$ cat src/shared/smdc_pkg.sv
// package for the secure memory decode control block
package smdc_pkg;
    // timing of one expanded bus cycle, in core clocks
    localparam int unsigned CLK_PERIOD_NS    = 100;
    localparam int unsigned ALE_HIGH_NS      = 200;
    localparam int unsigned ALE_HIGH_CYC     = (ALE_HIGH_NS + CLK_PERIOD_NS - 1) / CLK_PERIOD_NS;
    localparam int unsigned STROBE_NS        = 600;
    localparam int unsigned STROBE_CYC       = (STROBE_NS + CLK_PERIOD_NS - 1) / CLK_PERIOD_NS;
    localparam logic [3:0]  ALE_HIGH_CNT     = 4'(ALE_HIGH_CYC - 1);
    localparam logic [3:0]  STROBE_CNT       = 4'(STROBE_CYC - 1);
    localparam logic [3:0]  CNT_RST          = 4'h0;
    // self-destruct deglitch: accept after this many stable cycles
    localparam int unsigned SDI_ACCEPT_NS    = 10000;
    localparam int unsigned SDI_ACCEPT_CYC   = (SDI_ACCEPT_NS + CLK_PERIOD_NS - 1) / CLK_PERIOD_NS;
    localparam logic [7:0]  SDI_ACCEPT_CNT   = 8'(SDI_ACCEPT_CYC - 1);
    localparam logic [7:0]  SDI_RST          = 8'h00;
    // memory supply removal pulse length after a destruct
    localparam int unsigned VCCO_OFF_NS      = 10000;
    localparam int unsigned VCCO_OFF_CYC     = VCCO_OFF_NS / CLK_PERIOD_NS;
    localparam logic [7:0]  VCCO_OFF_CNT     = 8'(VCCO_OFF_CYC - 1);
    // memory map
    localparam logic [15:0] RTC_BASE         = 16'h0000;
    localparam logic [15:0] RTC_LIMIT        = 16'h00FF;
    localparam logic [63:0] KEY_RST          = 64'h0;
    localparam logic [7:0]  PORT_RST         = 8'hFF;
    localparam logic [15:0] ADDR_RST         = 16'h0000;
    localparam logic [2:0]  SYNC_RST         = 3'b000;
    localparam logic [2:0]  SYNC_RST_HI      = 3'b111;

    typedef enum logic [4:0] {
        SMDC_IDLE  = 5'b00001,
        SMDC_ADDR  = 5'b00010,
        SMDC_HOLD  = 5'b00100,
        SMDC_STRB  = 5'b01000,
        SMDC_DONE  = 5'b10000
    } smdc_state_t;

    // one data access from the core
    typedef struct packed {
        logic        req;
        logic        wr;
        logic        code;
        logic [15:0] addr;
        logic [7:0]  wdata;
    } smdc_acc_t;

    // routing of one access
    typedef struct packed {
        logic nvram;
        logic rtc;
        logic expb;
        logic wprot;
        logic fault;
    } smdc_route_t;
endpackage : smdc_pkg

$ cat src/hdl/smdc_top.sv
// memory decode, expanded bus sequencer and security pins
`timescale 1ns/1ps
module smdc_top
    import smdc_pkg::*;
#(
    parameter bit BIG_VARIANT = 1'b0
)(
    input  wire logic        i_core_clk,
    input  wire logic        i_arst_n,
    input  wire logic        i_reset_pin,
    input  wire logic        i_loader_entry_n,
    input  wire logic        i_self_destruct_in,
    input  wire logic        i_ext_irq0_n,
    input  wire logic        i_ext_irq1_n,
    input  wire logic        i_partition_mode_select,
    input  wire logic        i_rtc_space_select,
    input  wire logic [15:0] i_partition_addr,
    input  wire smdc_acc_t   i_acc,
    input  wire logic        i_load_valid,
    input  wire logic [7:0]  i_load_byte,
    input  wire logic [63:0] i_rng_key,
    input  wire logic [7:0]  i_gpio0_out,
    input  wire logic [7:0]  i_gpio2_out,
    input  wire logic [7:0]  i_low_addr_data_port_in,
    output logic [7:0]       o_low_addr_data_port_out,
    output logic [7:0]       o_low_addr_data_port_oe,
    output logic [7:0]       o_high_addr_port,
    output logic             o_ale,
    output logic             o_wr_n,
    output logic             o_rd_n,
    output logic             o_acc_done,
    output logic [7:0]       o_rdata,
    output smdc_route_t      o_route,
    output logic             o_core_reset,
    output logic             o_loader_start,
    output logic             o_irq0,
    output logic             o_irq1,
    output logic             o_erase,
    output logic             o_memory_supply_out,
    output logic             o_sram_we,
    output logic [7:0]       o_sram_wdata
);
    // pin synchronisers: three stages, change taken when stages 2 and 3 agree
    logic [2:0] rst_s_q, ldr_s_q, sdi_s_q, i0_s_q, i1_s_q;
    logic       rst_f_q, ldr_f_q, sdi_f_q, i0_f_q, i1_f_q;
    logic [2:0] rst_s_d, ldr_s_d, sdi_s_d, i0_s_d, i1_s_d;
    logic       rst_f_d, ldr_f_d, sdi_f_d, i0_f_d, i1_f_d;

    always_comb
    begin
        rst_s_d = {rst_s_q[1:0], i_reset_pin};
        ldr_s_d = {ldr_s_q[1:0], i_loader_entry_n};
        sdi_s_d = {sdi_s_q[1:0], i_self_destruct_in};
        i0_s_d  = {i0_s_q[1:0], i_ext_irq0_n};
        i1_s_d  = {i1_s_q[1:0], i_ext_irq1_n};
        rst_f_d = (rst_s_q[1] == rst_s_q[2]) ? rst_s_q[2] : rst_f_q;
        ldr_f_d = (ldr_s_q[1] == ldr_s_q[2]) ? ldr_s_q[2] : ldr_f_q;
        sdi_f_d = (sdi_s_q[1] == sdi_s_q[2]) ? sdi_s_q[2] : sdi_f_q;
        i0_f_d  = (i0_s_q[1] == i0_s_q[2]) ? i0_s_q[2] : i0_f_q;
        i1_f_d  = (i1_s_q[1] == i1_s_q[2]) ? i1_s_q[2] : i1_f_q;
    end

    always_ff @(posedge i_core_clk or negedge i_arst_n)
    begin
        if (!i_arst_n)
        begin
            rst_s_q <= SYNC_RST;
            ldr_s_q <= SYNC_RST_HI;
            sdi_s_q <= SYNC_RST;
            i0_s_q  <= SYNC_RST_HI;
            i1_s_q  <= SYNC_RST_HI;
            rst_f_q <= 1'b0;
            ldr_f_q <= 1'b1;
            sdi_f_q <= 1'b0;
            i0_f_q  <= 1'b1;
            i1_f_q  <= 1'b1;
        end
        else
        begin
            rst_s_q <= rst_s_d;
            ldr_s_q <= ldr_s_d;
            sdi_s_q <= sdi_s_d;
            i0_s_q  <= i0_s_d;
            i1_s_q  <= i1_s_d;
            rst_f_q <= rst_f_d;
            ldr_f_q <= ldr_f_d;
            sdi_f_q <= sdi_f_d;
            i0_f_q  <= i0_f_d;
            i1_f_q  <= i1_f_d;
        end
    end

    assign o_core_reset = rst_f_q;
    assign o_irq0       = ~i0_f_q;
    assign o_irq1       = ~i1_f_q;

    // loader entry: falling edge, or level low caught once after power-up
    logic boot_seen_q, boot_seen_d, ldr_start_q, ldr_start_d, ldr_prev_q, ldr_prev_d;
    logic [2:0] ldr_fill_q, ldr_fill_d;
    always_comb
    begin
        boot_seen_d = boot_seen_q;
        ldr_prev_d  = ldr_f_q;
        ldr_start_d = 1'b0;
        ldr_fill_d  = {ldr_fill_q[1:0], 1'b1};
        // stages hold reset values until three edges pass; judging earlier misses a low pin
        if (!boot_seen_q && ldr_fill_q[2] && ldr_s_q[1] == ldr_s_q[2])
        begin
            boot_seen_d = 1'b1;
            ldr_prev_d  = ldr_s_q[2];
            ldr_start_d = ~ldr_s_q[2];
        end
        else if (boot_seen_q && ldr_prev_q && !ldr_f_q)
            ldr_start_d = 1'b1;
    end

    // self-destruct deglitch, then key erase and a supply drop pulse
    logic [7:0]  sdi_cnt_q, sdi_cnt_d, off_cnt_q, off_cnt_d;
    logic        erase_q, erase_d, vcco_q, vcco_d;
    logic [63:0] key_q, key_d;
    always_comb
    begin
        sdi_cnt_d = sdi_f_q ? sdi_cnt_q : SDI_RST;
        erase_d   = 1'b0;
        off_cnt_d = off_cnt_q;
        vcco_d    = vcco_q;
        key_d     = key_q;
        if (sdi_f_q && sdi_cnt_q != SDI_ACCEPT_CNT)
            sdi_cnt_d = sdi_cnt_q + 8'h01;
        else if (sdi_f_q && sdi_cnt_q == SDI_ACCEPT_CNT && vcco_q && off_cnt_q == SDI_RST)
        begin
            erase_d   = 1'b1;
            key_d     = KEY_RST;
            vcco_d    = 1'b0;
            off_cnt_d = VCCO_OFF_CNT;
        end
        if (!vcco_q)
        begin
            if (off_cnt_q == SDI_RST)
                vcco_d = 1'b1;
            else
                off_cnt_d = off_cnt_q - 8'h01;
        end
        // a new key is drawn from the random source on each loader entry, except in a cycle that also erases
        if (ldr_start_q && !erase_d)
            key_d = i_rng_key;
    end

    always_ff @(posedge i_core_clk or negedge i_arst_n)
    begin
        if (!i_arst_n)
        begin
            boot_seen_q <= 1'b0;
            ldr_prev_q  <= 1'b1;
            ldr_start_q <= 1'b0;
            ldr_fill_q  <= SYNC_RST;
            sdi_cnt_q   <= SDI_RST;
            off_cnt_q   <= SDI_RST;
            erase_q     <= 1'b0;
            vcco_q      <= 1'b1;
            key_q       <= KEY_RST;
        end
        else
        begin
            boot_seen_q <= boot_seen_d;
            ldr_prev_q  <= ldr_prev_d;
            ldr_start_q <= ldr_start_d;
            ldr_fill_q  <= ldr_fill_d;
            sdi_cnt_q   <= sdi_cnt_d;
            off_cnt_q   <= off_cnt_d;
            erase_q     <= erase_d;
            vcco_q      <= vcco_d;
            key_q       <= key_d;
        end
    end

    assign o_loader_start      = ldr_start_q;
    assign o_erase             = erase_q;
    assign o_memory_supply_out = vcco_q;

    // loader bytes: byte-wide xor stream keyed by address; plaintext never stored
    logic       swe_q, swe_d;
    logic [7:0] swd_q, swd_d;
    always_comb
    begin
        swe_d = i_load_valid;
        swd_d = i_load_byte ^ key_q[8*i_acc.addr[2:0] +: 8] ^ i_acc.addr[7:0];
    end

    // decode: partitioned mode is forced off on the large variant
    logic        part_mode;
    smdc_route_t rt;
    assign part_mode = ~i_partition_mode_select & ~BIG_VARIANT;
    always_comb
    begin
        rt = '0;
        if (i_acc.req)
        begin
            if (i_rtc_space_select && !i_acc.code
                && i_acc.addr >= RTC_BASE && i_acc.addr <= RTC_LIMIT)
                rt.rtc = 1'b1;
            else if (!part_mode)
                rt.nvram = 1'b1;
            else if (i_acc.code)
                // code beyond the partition is refused, not fetched off board
                rt.fault = (i_acc.addr >= i_partition_addr);
            else if (i_acc.addr >= i_partition_addr)
                rt.expb = 1'b1;
            else
                rt.nvram = 1'b1;
            // in partitioned mode the program segment sits below the boundary
            if (rt.nvram && part_mode && !i_acc.code && i_acc.wr)
            begin
                rt.nvram = 1'b0;
                rt.wprot = 1'b1;
            end
            if (rt.fault)
                rt.nvram = 1'b0;
            if (i_acc.code && !rt.fault)
                rt.nvram = 1'b1;
        end
    end

    // expanded bus sequencer
    smdc_state_t st_q, st_d;
    logic [3:0]  cnt_q, cnt_d;
    logic [15:0] addr_q, addr_d;
    logic [7:0]  wdat_q, wdat_d, rdat_q, rdat_d;
    logic        wr_q, wr_d, done_q, done_d;
    smdc_route_t rt_q, rt_d;
    always_comb
    begin
        st_d   = st_q;
        cnt_d  = cnt_q;
        addr_d = addr_q;
        wdat_d = wdat_q;
        wr_d   = wr_q;
        rdat_d = rdat_q;
        done_d = 1'b0;
        rt_d   = rt_q;
        case (st_q)
            SMDC_IDLE:
            begin
                if (i_acc.req && !rst_f_q)
                begin
                    rt_d = rt;
                    if (rt.expb)
                    begin
                        st_d   = SMDC_ADDR;
                        addr_d = i_acc.addr;
                        wdat_d = i_acc.wdata;
                        wr_d   = i_acc.wr;
                        cnt_d  = ALE_HIGH_CNT;
                    end
                    else
                        done_d = 1'b1;
                end
            end
            SMDC_ADDR:
            begin
                if (cnt_q == CNT_RST)
                    st_d = SMDC_HOLD;
                else
                    cnt_d = cnt_q - 4'h1;
            end
            SMDC_HOLD:
            begin
                st_d  = SMDC_STRB;
                cnt_d = STROBE_CNT;
            end
            SMDC_STRB:
            begin
                if (cnt_q == CNT_RST)
                begin
                    st_d   = SMDC_DONE;
                    rdat_d = wr_q ? rdat_q : i_low_addr_data_port_in;
                end
                else
                    cnt_d = cnt_q - 4'h1;
            end
            SMDC_DONE:
            begin
                st_d   = SMDC_IDLE;
                done_d = 1'b1;
            end
            default:
                st_d = SMDC_IDLE;
        endcase
    end

    always_ff @(posedge i_core_clk or negedge i_arst_n)
    begin
        if (!i_arst_n)
        begin
            st_q   <= SMDC_IDLE;
            cnt_q  <= CNT_RST;
            addr_q <= ADDR_RST;
            wdat_q <= 8'h00;
            rdat_q <= 8'h00;
            wr_q   <= 1'b0;
            done_q <= 1'b0;
            rt_q   <= '0;
            swe_q  <= 1'b0;
            swd_q  <= 8'h00;
        end
        else
        begin
            st_q   <= rst_f_q ? SMDC_IDLE : st_d;
            cnt_q  <= cnt_d;
            addr_q <= addr_d;
            wdat_q <= wdat_d;
            rdat_q <= rdat_d;
            wr_q   <= wr_d;
            done_q <= done_d;
            rt_q   <= rt_d;
            swe_q  <= swe_d;
            swd_q  <= swd_d;
        end
    end

    // pin drive: port 0 only pulls low as plain I/O, so its enable tracks zero bits
    always_comb
    begin
        o_ale = (st_q == SMDC_ADDR);
        o_wr_n = !(st_q == SMDC_STRB && wr_q);
        o_rd_n = !(st_q == SMDC_STRB && !wr_q);
        o_high_addr_port = (st_q == SMDC_IDLE) ? i_gpio2_out : addr_q[15:8];
        if (st_q == SMDC_ADDR || st_q == SMDC_HOLD)
        begin
            o_low_addr_data_port_out = addr_q[7:0];
            o_low_addr_data_port_oe  = PORT_RST;
        end
        // write data stays one clock past the strobe's rise so the far side closes on it
        else if ((st_q == SMDC_STRB || st_q == SMDC_DONE) && wr_q)
        begin
            o_low_addr_data_port_out = wdat_q;
            o_low_addr_data_port_oe  = PORT_RST;
        end
        else if (st_q == SMDC_IDLE)
        begin
            o_low_addr_data_port_out = 8'h00;
            o_low_addr_data_port_oe  = ~i_gpio0_out;
        end
        else
        begin
            o_low_addr_data_port_out = 8'h00;
            o_low_addr_data_port_oe  = 8'h00;
        end
    end

    assign o_acc_done   = done_q;
    assign o_rdata      = rdat_q;
    assign o_route      = rt_q;
    assign o_sram_we    = swe_q;
    assign o_sram_wdata = swd_q;
endmodule : smdc_top

$ cat config.mk
export PLATFORM = sky130hd
export DESIGN_NAME = smdc_top
export DESIGN_NICKNAME = d
export VERILOG_FILES = /design/src/shared/smdc_pkg.sv /design/src/hdl/smdc_top.sv
export SDC_FILE = /design/constraint.sdc
export NUM_CORES = 1
export LEC_CHECK = 0
export ABC_CLOCK_PERIOD_IN_PS = 1980
export BUFFER_PORTS_ARGS = -buffer_cell sky130_fd_sc_hd__buf_2
export CAP_MARGIN = 30
export CORE_MARGIN = 2
export CORE_UTILIZATION = 48
export CTS_CLUSTER_DIAMETER = 150
export DETAILED_ROUTE_END_ITERATION = 6
export PLACE_DENSITY = 0.77
export SETUP_SLACK_MARGIN = 0.4
export SYNTH_ARGS = -nofsm -noshare
export SYNTH_HDL_FRONTEND = slang
export SYNTH_SLANG_ARGS = --single-unit
$ cat constraint.sdc
create_clock -name i_core_clk -period 1.98 [get_ports i_core_clk]
set_input_delay 0.198 -clock i_core_clk [delete_from_list [all_inputs] [get_ports i_core_clk]]
set_output_delay 0.198 -clock i_core_clk [all_outputs]
set_load 0.02 [all_outputs]
# --- Word level (Yosys, flattened, before mapping) ---
# Cells that the tools add are included.
totals:
  output_inout_bits: 56
  in_bits: 149
  wordCells: 167
  register_bits: 165
op_classes:
  bitwise_logic: 8
  magnitude_cmp: 3
  n_addsub: 3
  shifts: 1
  n_mux: 56
  n_eq_ne: 21
  reduce_logical: 42
ops:
  columns: ["cell", "count"]
  rows:
  - ["64-bit 2-to-1 mux", 3]
  - ["8-bit 2-to-1 mux", 12]
  - ["64-bit by 7-bit variable part select with 8-bit output", 1]
  - ["5-bit 2-to-1 mux", 6]
  - ["1-bit 2-to-1 mux", 29]
  - ["1-bit logical AND", 20]
  - ["5-bit case mux with 4 select lines", 1]
  - ["16-bit by 1-bit greater-or-equal comparator with 1-bit output, second input constant", 1]
  - ["16-bit greater-or-equal comparator", 1]
  - ["16-bit by 8-bit less-or-equal comparator with 1-bit output, second input constant", 1]
  - ["8-bit XOR", 2]
  - ["4-bit 2-to-1 mux", 3]
  - ["4-bit case mux with 3 select lines", 1]
  - ["1-bit logical NOT", 9]
  - ["3-bit != test, second input constant", 3]
  - ["8-bit by 1-bit adder with 8-bit output, second input constant", 1]
  - ["8-bit by 7-bit equality test with 1-bit output, second input constant", 1]
  - ["8-bit logical NOT", 1]
  - ["8-bit by 7-bit != test with 1-bit output, second input constant", 1]
  - ["8-bit inverter", 1]
  - ["4-bit AND reduction", 2]
  - ["8-bit by 1-bit subtractor with 8-bit output, second input constant", 1]
  - ["2-bit != test, second input constant", 3]
  - ["3-bit AND reduction", 2]
  - ["other kinds (17)", 28]

# --- Longest topological paths before layout ---
logic_depth:
  word_depth: 17
  mapped_depth: 12
  depth_no_buf: 8

# --- Least setup slack after synthesis ---
# Ideal clock, no wire load.
synth_path:
  path_kind: "input -> register"
  startpoint: "input i_acc[8] (netlist bit)"
  endpoint: "register addr_q[10]"
  setup_slack_ps: -708
  n_path_buf: 4
  setup_time_ps: 125
  arrival_time_ps: 2564
  path_stages: 12
  cell_sequence: "buf_2 -> buf_2 -> inv_1 -> ha_1 -> nand2b_1 -> a2111oi_0 -> nand3b_1 -> nand3_1 -> and3_1 -> buf_4 -> buf_4 -> mux2_2"
synth_via:
  elab_chain_len: 7
  word_cells_on_any_way: 11
  classes_between: "3 x order compare; 5 x mux; 3 x reduce/logical"
synth_rtl:
  columns: ["item", "line_no", "rtl"]
  rows:
  - ["start, declared", "smdc_top.sv:18", "input wire smdc_acc_t i_acc,"]
  - ["16-bit greater-or-equal comparator", "smdc_top.sv:207", "else if (i_acc.addr >= i_partition_addr)"]
  - ["1-bit 2-to-1 mux", "smdc_top.sv:207", null]
  - ["1-bit 2-to-1 mux", "smdc_top.sv:204", "else if (i_acc.code)"]
  - ["1-bit 2-to-1 mux", "smdc_top.sv:202", "else if (!part_mode)"]
  - ["1-bit 2-to-1 mux *", "smdc_top.sv:199", "if (i_rtc_space_select && !i_acc.code"]
  - ["5-bit 2-to-1 mux *", "smdc_top.sv:197", "if (i_acc.req)"]
  - ["3-bit AND reduction (no source line) *", null, null]
  - ["end signal, assigned", "smdc_top.sv:310", "addr_q <= addr_d;"]
  - ["end, declared", "smdc_top.sv:227", "logic [15:0] addr_q, addr_d;"]
# Mark *: on every way between the ends. The rest lies on a longest branch, timed or not.
# A chain may end at the register's enable or synchronous reset.

# --- Worst setup path after layout ---
layout_path:
  startpoint: "register st_q[3]"
  endpoint: "output o_high_addr_port[5]"
layout_via:
  elab_chain_len: 2
layout_rtl:
  columns: ["item", "line_no", "rtl"]
  rows:
  - ["start, declared", "smdc_top.sv:225", "smdc_state_t st_q, st_d;"]
  - ["start signal, assigned", "smdc_top.sv:308", "st_q <= rst_f_q ? SMDC_IDLE : st_d;"]
  - ["5-bit by 1-bit equality test with 1-bit output", "smdc_top.sv:327", "o_high_addr_port = (st_q == SMDC_IDLE) ? i_gpio2_out : addr_q[15:8];"]
  - ["8-bit 2-to-1 mux", "smdc_top.sv:327", null]
  - ["end, declared", "smdc_top.sv:27", "output logic [7:0] o_high_addr_port,"]
# Every way passes these cells.

==> summary.txt <==
Status
  – Status: finished, violations left
  – Failing checks: negative setup slack

Critical path
  – Req. time, crit path: roughly 1.8 ns
  – Worst reg2reg setup slack: -0.15 ns
  – CP max stage cell: dfrtp_1
  – Critical path's top delay family: buffers and inverters
  – Kind of critical path: register to output pin
  – Levels on crit path: 6
  – Most frequent CP cell: buf_6
  – RR Endpoint: key_q[12]
  – CP max stage delay: slightly above 0.4 ns
  – Crit end category: output pin
  – CP Cell Sequence: buf_6 > nor3_4 > nand3b_1 > buf_12 > mux2_4 > buf_6
  – Crit path max fanout: 8
  – Crit path buffers/inverters: 3
  – Critical Path AT: 2.04 ns
  – Reg2Reg Depth: 8
  – Critical path launch point type: register
  – Crit path from: st_q[3]
  – R2r startpoint: off_cnt_q[6]
  – Crit path capture: o_high_addr_port[5]

STA
  – Skew final: 0.01180 ns
  – Final setup fails: 116
  – Min Tclk post-route: 2.242 ns
  – Period utilization: 113.2%
  – Fin. Hold Viols: 0
  – Final WS setup: -0.2621 ns
  – Pins over their slew limit: 0
  – Unrepaired setup endpoints after global routing: yes
  – Max frequency: between 400 and 500 MHz

Logic synthesis
  – YS warnings: 0
  – Area leader, netlist: dfrtp_1
  – Cell with the most instances after synthesis: dfrtp_1
  – Top post-synthesis cells by area: dfrtp_1 48%, mux2i_1 9.1%, mux2_2 6.1%
  – Commonest register cell after synthesis: dfrtp_1
  – Synth cell types: 58
  – Cells after synthesis: 643
  – Top cell type's share of synthesized area: just under 50%
  – Top cells by count, synth: 150 x dfrtp_1, 82 x nor2_1, 71 x mux2i_1
  – Sequential share of the synthesized area: 53.30%
  – Synthesized area: about 7800 um^2
  – Synth async-reset ratio: 100.0%
  – Syn Nets: 812
  – Syn Area/Cell: 12.10 um^2
  – Yosys reg bits: between 150 and 200
  – Post-synth EDFFs: 0

Power and ir drop
  – Clock power frac: 32.2%
  – Peak VDD IR: 745.2 uV
  – Switching Share: approximately 29%
  – Pint: around 0.0072 W
  – Sequential share of power: ~44%
  – Leakage: around 5.8 nW
  – Switch Pwr: ~0.0030 W
  – Comb power frac: 23.3%
  – Power per cell area: 828.3 nW/um^2

Floorplan
  – I/O pin total: 205
  – Die Wd: around 130 um
  – Die H: 131.3 um
  – Row Count: 46
  – Core footprint: approximately 16000 um^2
  – Initial core utilization: 48.99%
  – Die area: 17250 um^2

Drt
  – WL final: 24.26 mm
  – Via count: 6536
  – DR WL/cell: 19.95 um
  – Max Used Layer: met5
  – Met2 WL: about 13 mm
  – DRC: 0
  – DR iter-0 viols: 320
  – Routed met1 length: between 9 and 10 mm
  – Via-per-instance ratio: 5.375
  – Final ANT Viol Nets: 0
  – TritonRoute pass-1 iters: 4
  – Met3 wire length: 1.363 mm

Clock tree
  – Clock tree root driver cell: clkbuf_16
  – CTS tree: done
  – CTS Buf Count: 17
  – Clock Sinks: 165
  – CTS H-tree lvls: 4
  – Worst-Skew Late Latency: 0.43 ns
  – Worst-path clk slew: 0.07 ns
  – Clock Tree Buf Depth: 2

Worst hold path
  – Worst hold path class: primary input to register
  – Worst hold start: i_acc[0]

Finish
  – Fillers: 958
  – Area delta synth->final: 57.75%
  – Nets: 1154
  – Layout cells sized above 1: approximately three fifths
  – Final Core Density: 77.28%

Placed design
  – Port bufs: 204
  – HPWL Detailed: 13.84 mm
  – Setup WS pre-CTS: -0.4010 ns
  – GPL Wtd Cong: roughly 0.84

Global route
  – Largest net degree at the start of global routing: 52
  – Initial antenna violation count: 3
  – Number of global-route vias before repair: 6843
  – Total GRT Usage: 27.12%
  – First-pass GRT wire length: 36.46 mm
  – GR Overflow Total: 0

Job
  – MaxCap Viol Count: 0
-- cell usage in the layout, fill, tap and decap left out, types with 18 or more instances in the layout --
cell type / count
buf_2: 178
buf_4: 66
buf_6: 58
clkbuf_16: 18
dfrtp_1: 148
dlygate4sd3_1: 19
inv_1: 23
mux2_4: 34
mux2i_1: 71
nor2_2: 56
-- registers in the layout, indices dropped and copies added, names as in the netlist, 4 cells and up --
name,flops
cnt_q,4
key_q,64
wdat_q,8
o_sram_wdata,8
addr_q,16
o_rdata,8
o_route,5
st_q,5
off_cnt_q,8
sdi_cnt_q,8
-- repair_timing --
item	4_1_cts	5_1_grt
hold endpoints to repair	63	0
gates cloned	11	1
setup buffers	37	15
hold buffers	19	0
setup endpoints to repair	146	151
pin swaps	16	25
resized for setup	149	109
-- metrics by stage --
stage	hold WS, ns	power [W]	TNS [ns]	area, um^2	std cells
after CTS	0.001350	0.009863	-8.401	11650	1198
final	0.01051	0.01017	-12.16	12280	1216
after detailed placement	0.1821	0.006424	-11.49	9844	1099
after floorplan	-0.09759	0.005649	-6.009	8214	643
after global placement	0.1863	0.006328	-9.643	9844	1099
after global routing	0.0002000	0.01062	-20.95	12270	1215
-- cell type report --
type / instances / area (um^2) / share of cell area, %
diodes: 2 / 5.005 / 0.04077
clock buffers: 21 / 460.4 / 3.751
clock inverters: 11 / 116.4 / 0.9478
inverters: 27 / 103.9 / 0.8459
multi-input cells: 424 / 4320 / 35.19
flip-flops and latches: 165 / 4153 / 33.83
well taps: 216 / 270.3 / 2.201
repair buffers: 350 / 2848 / 23.20
-- power groups by stage --
stage	clock network, W	logic [W]	registers [W]
floorplan	0	0.00117	0.00448
global placement	0	0.00184	0.00448
detailed placement	0	0.00191	0.00451
CTS	0.00331	0.00209	0.00447
global route	0.00348	0.00255	0.00459
finish	0.00328	0.00237	0.00452
-- how the worst min path moves through the flow --
stage                       to  slack, ns  cells after the start
finish               wdat_q[0]       0.01                      2
detailed placement  o_rdata[4]       0.18                      1
global placement    o_rdata[4]       0.19                      1
floorplan            addr_q[0]       -0.1                      0
CTS                  wdat_q[4]      0.001                      2
global route         wdat_q[1]     0.0002                      2
-- per-layer routing --
metal,up-vias,track usage (%)
met1,3287,32.22
met3,60,7.292
li1,2949,-
met5,-,0
met2,238,47.31
met4,2,10.02
-- logic make-up after synthesis --
| kind of cell | Yosys count | synth area share [%] |
|---|---|---|
| and+or+nand+nor | 173 | 11.13 |
| DFF | 165 | 53.30 |
| muxes | 129 | 19.84 |
| AOI/OAI and AO/OA | 63 | 5.257 |
| buffers and inverters | 58 | 3.312 |
| xor gates and xnor gates | 29 | 3.264 |
| adders and majority gates | 25 | 3.859 |
| other | 1 | 0.04819 |
No activity file was read; power rests on OpenSTA's default activity.
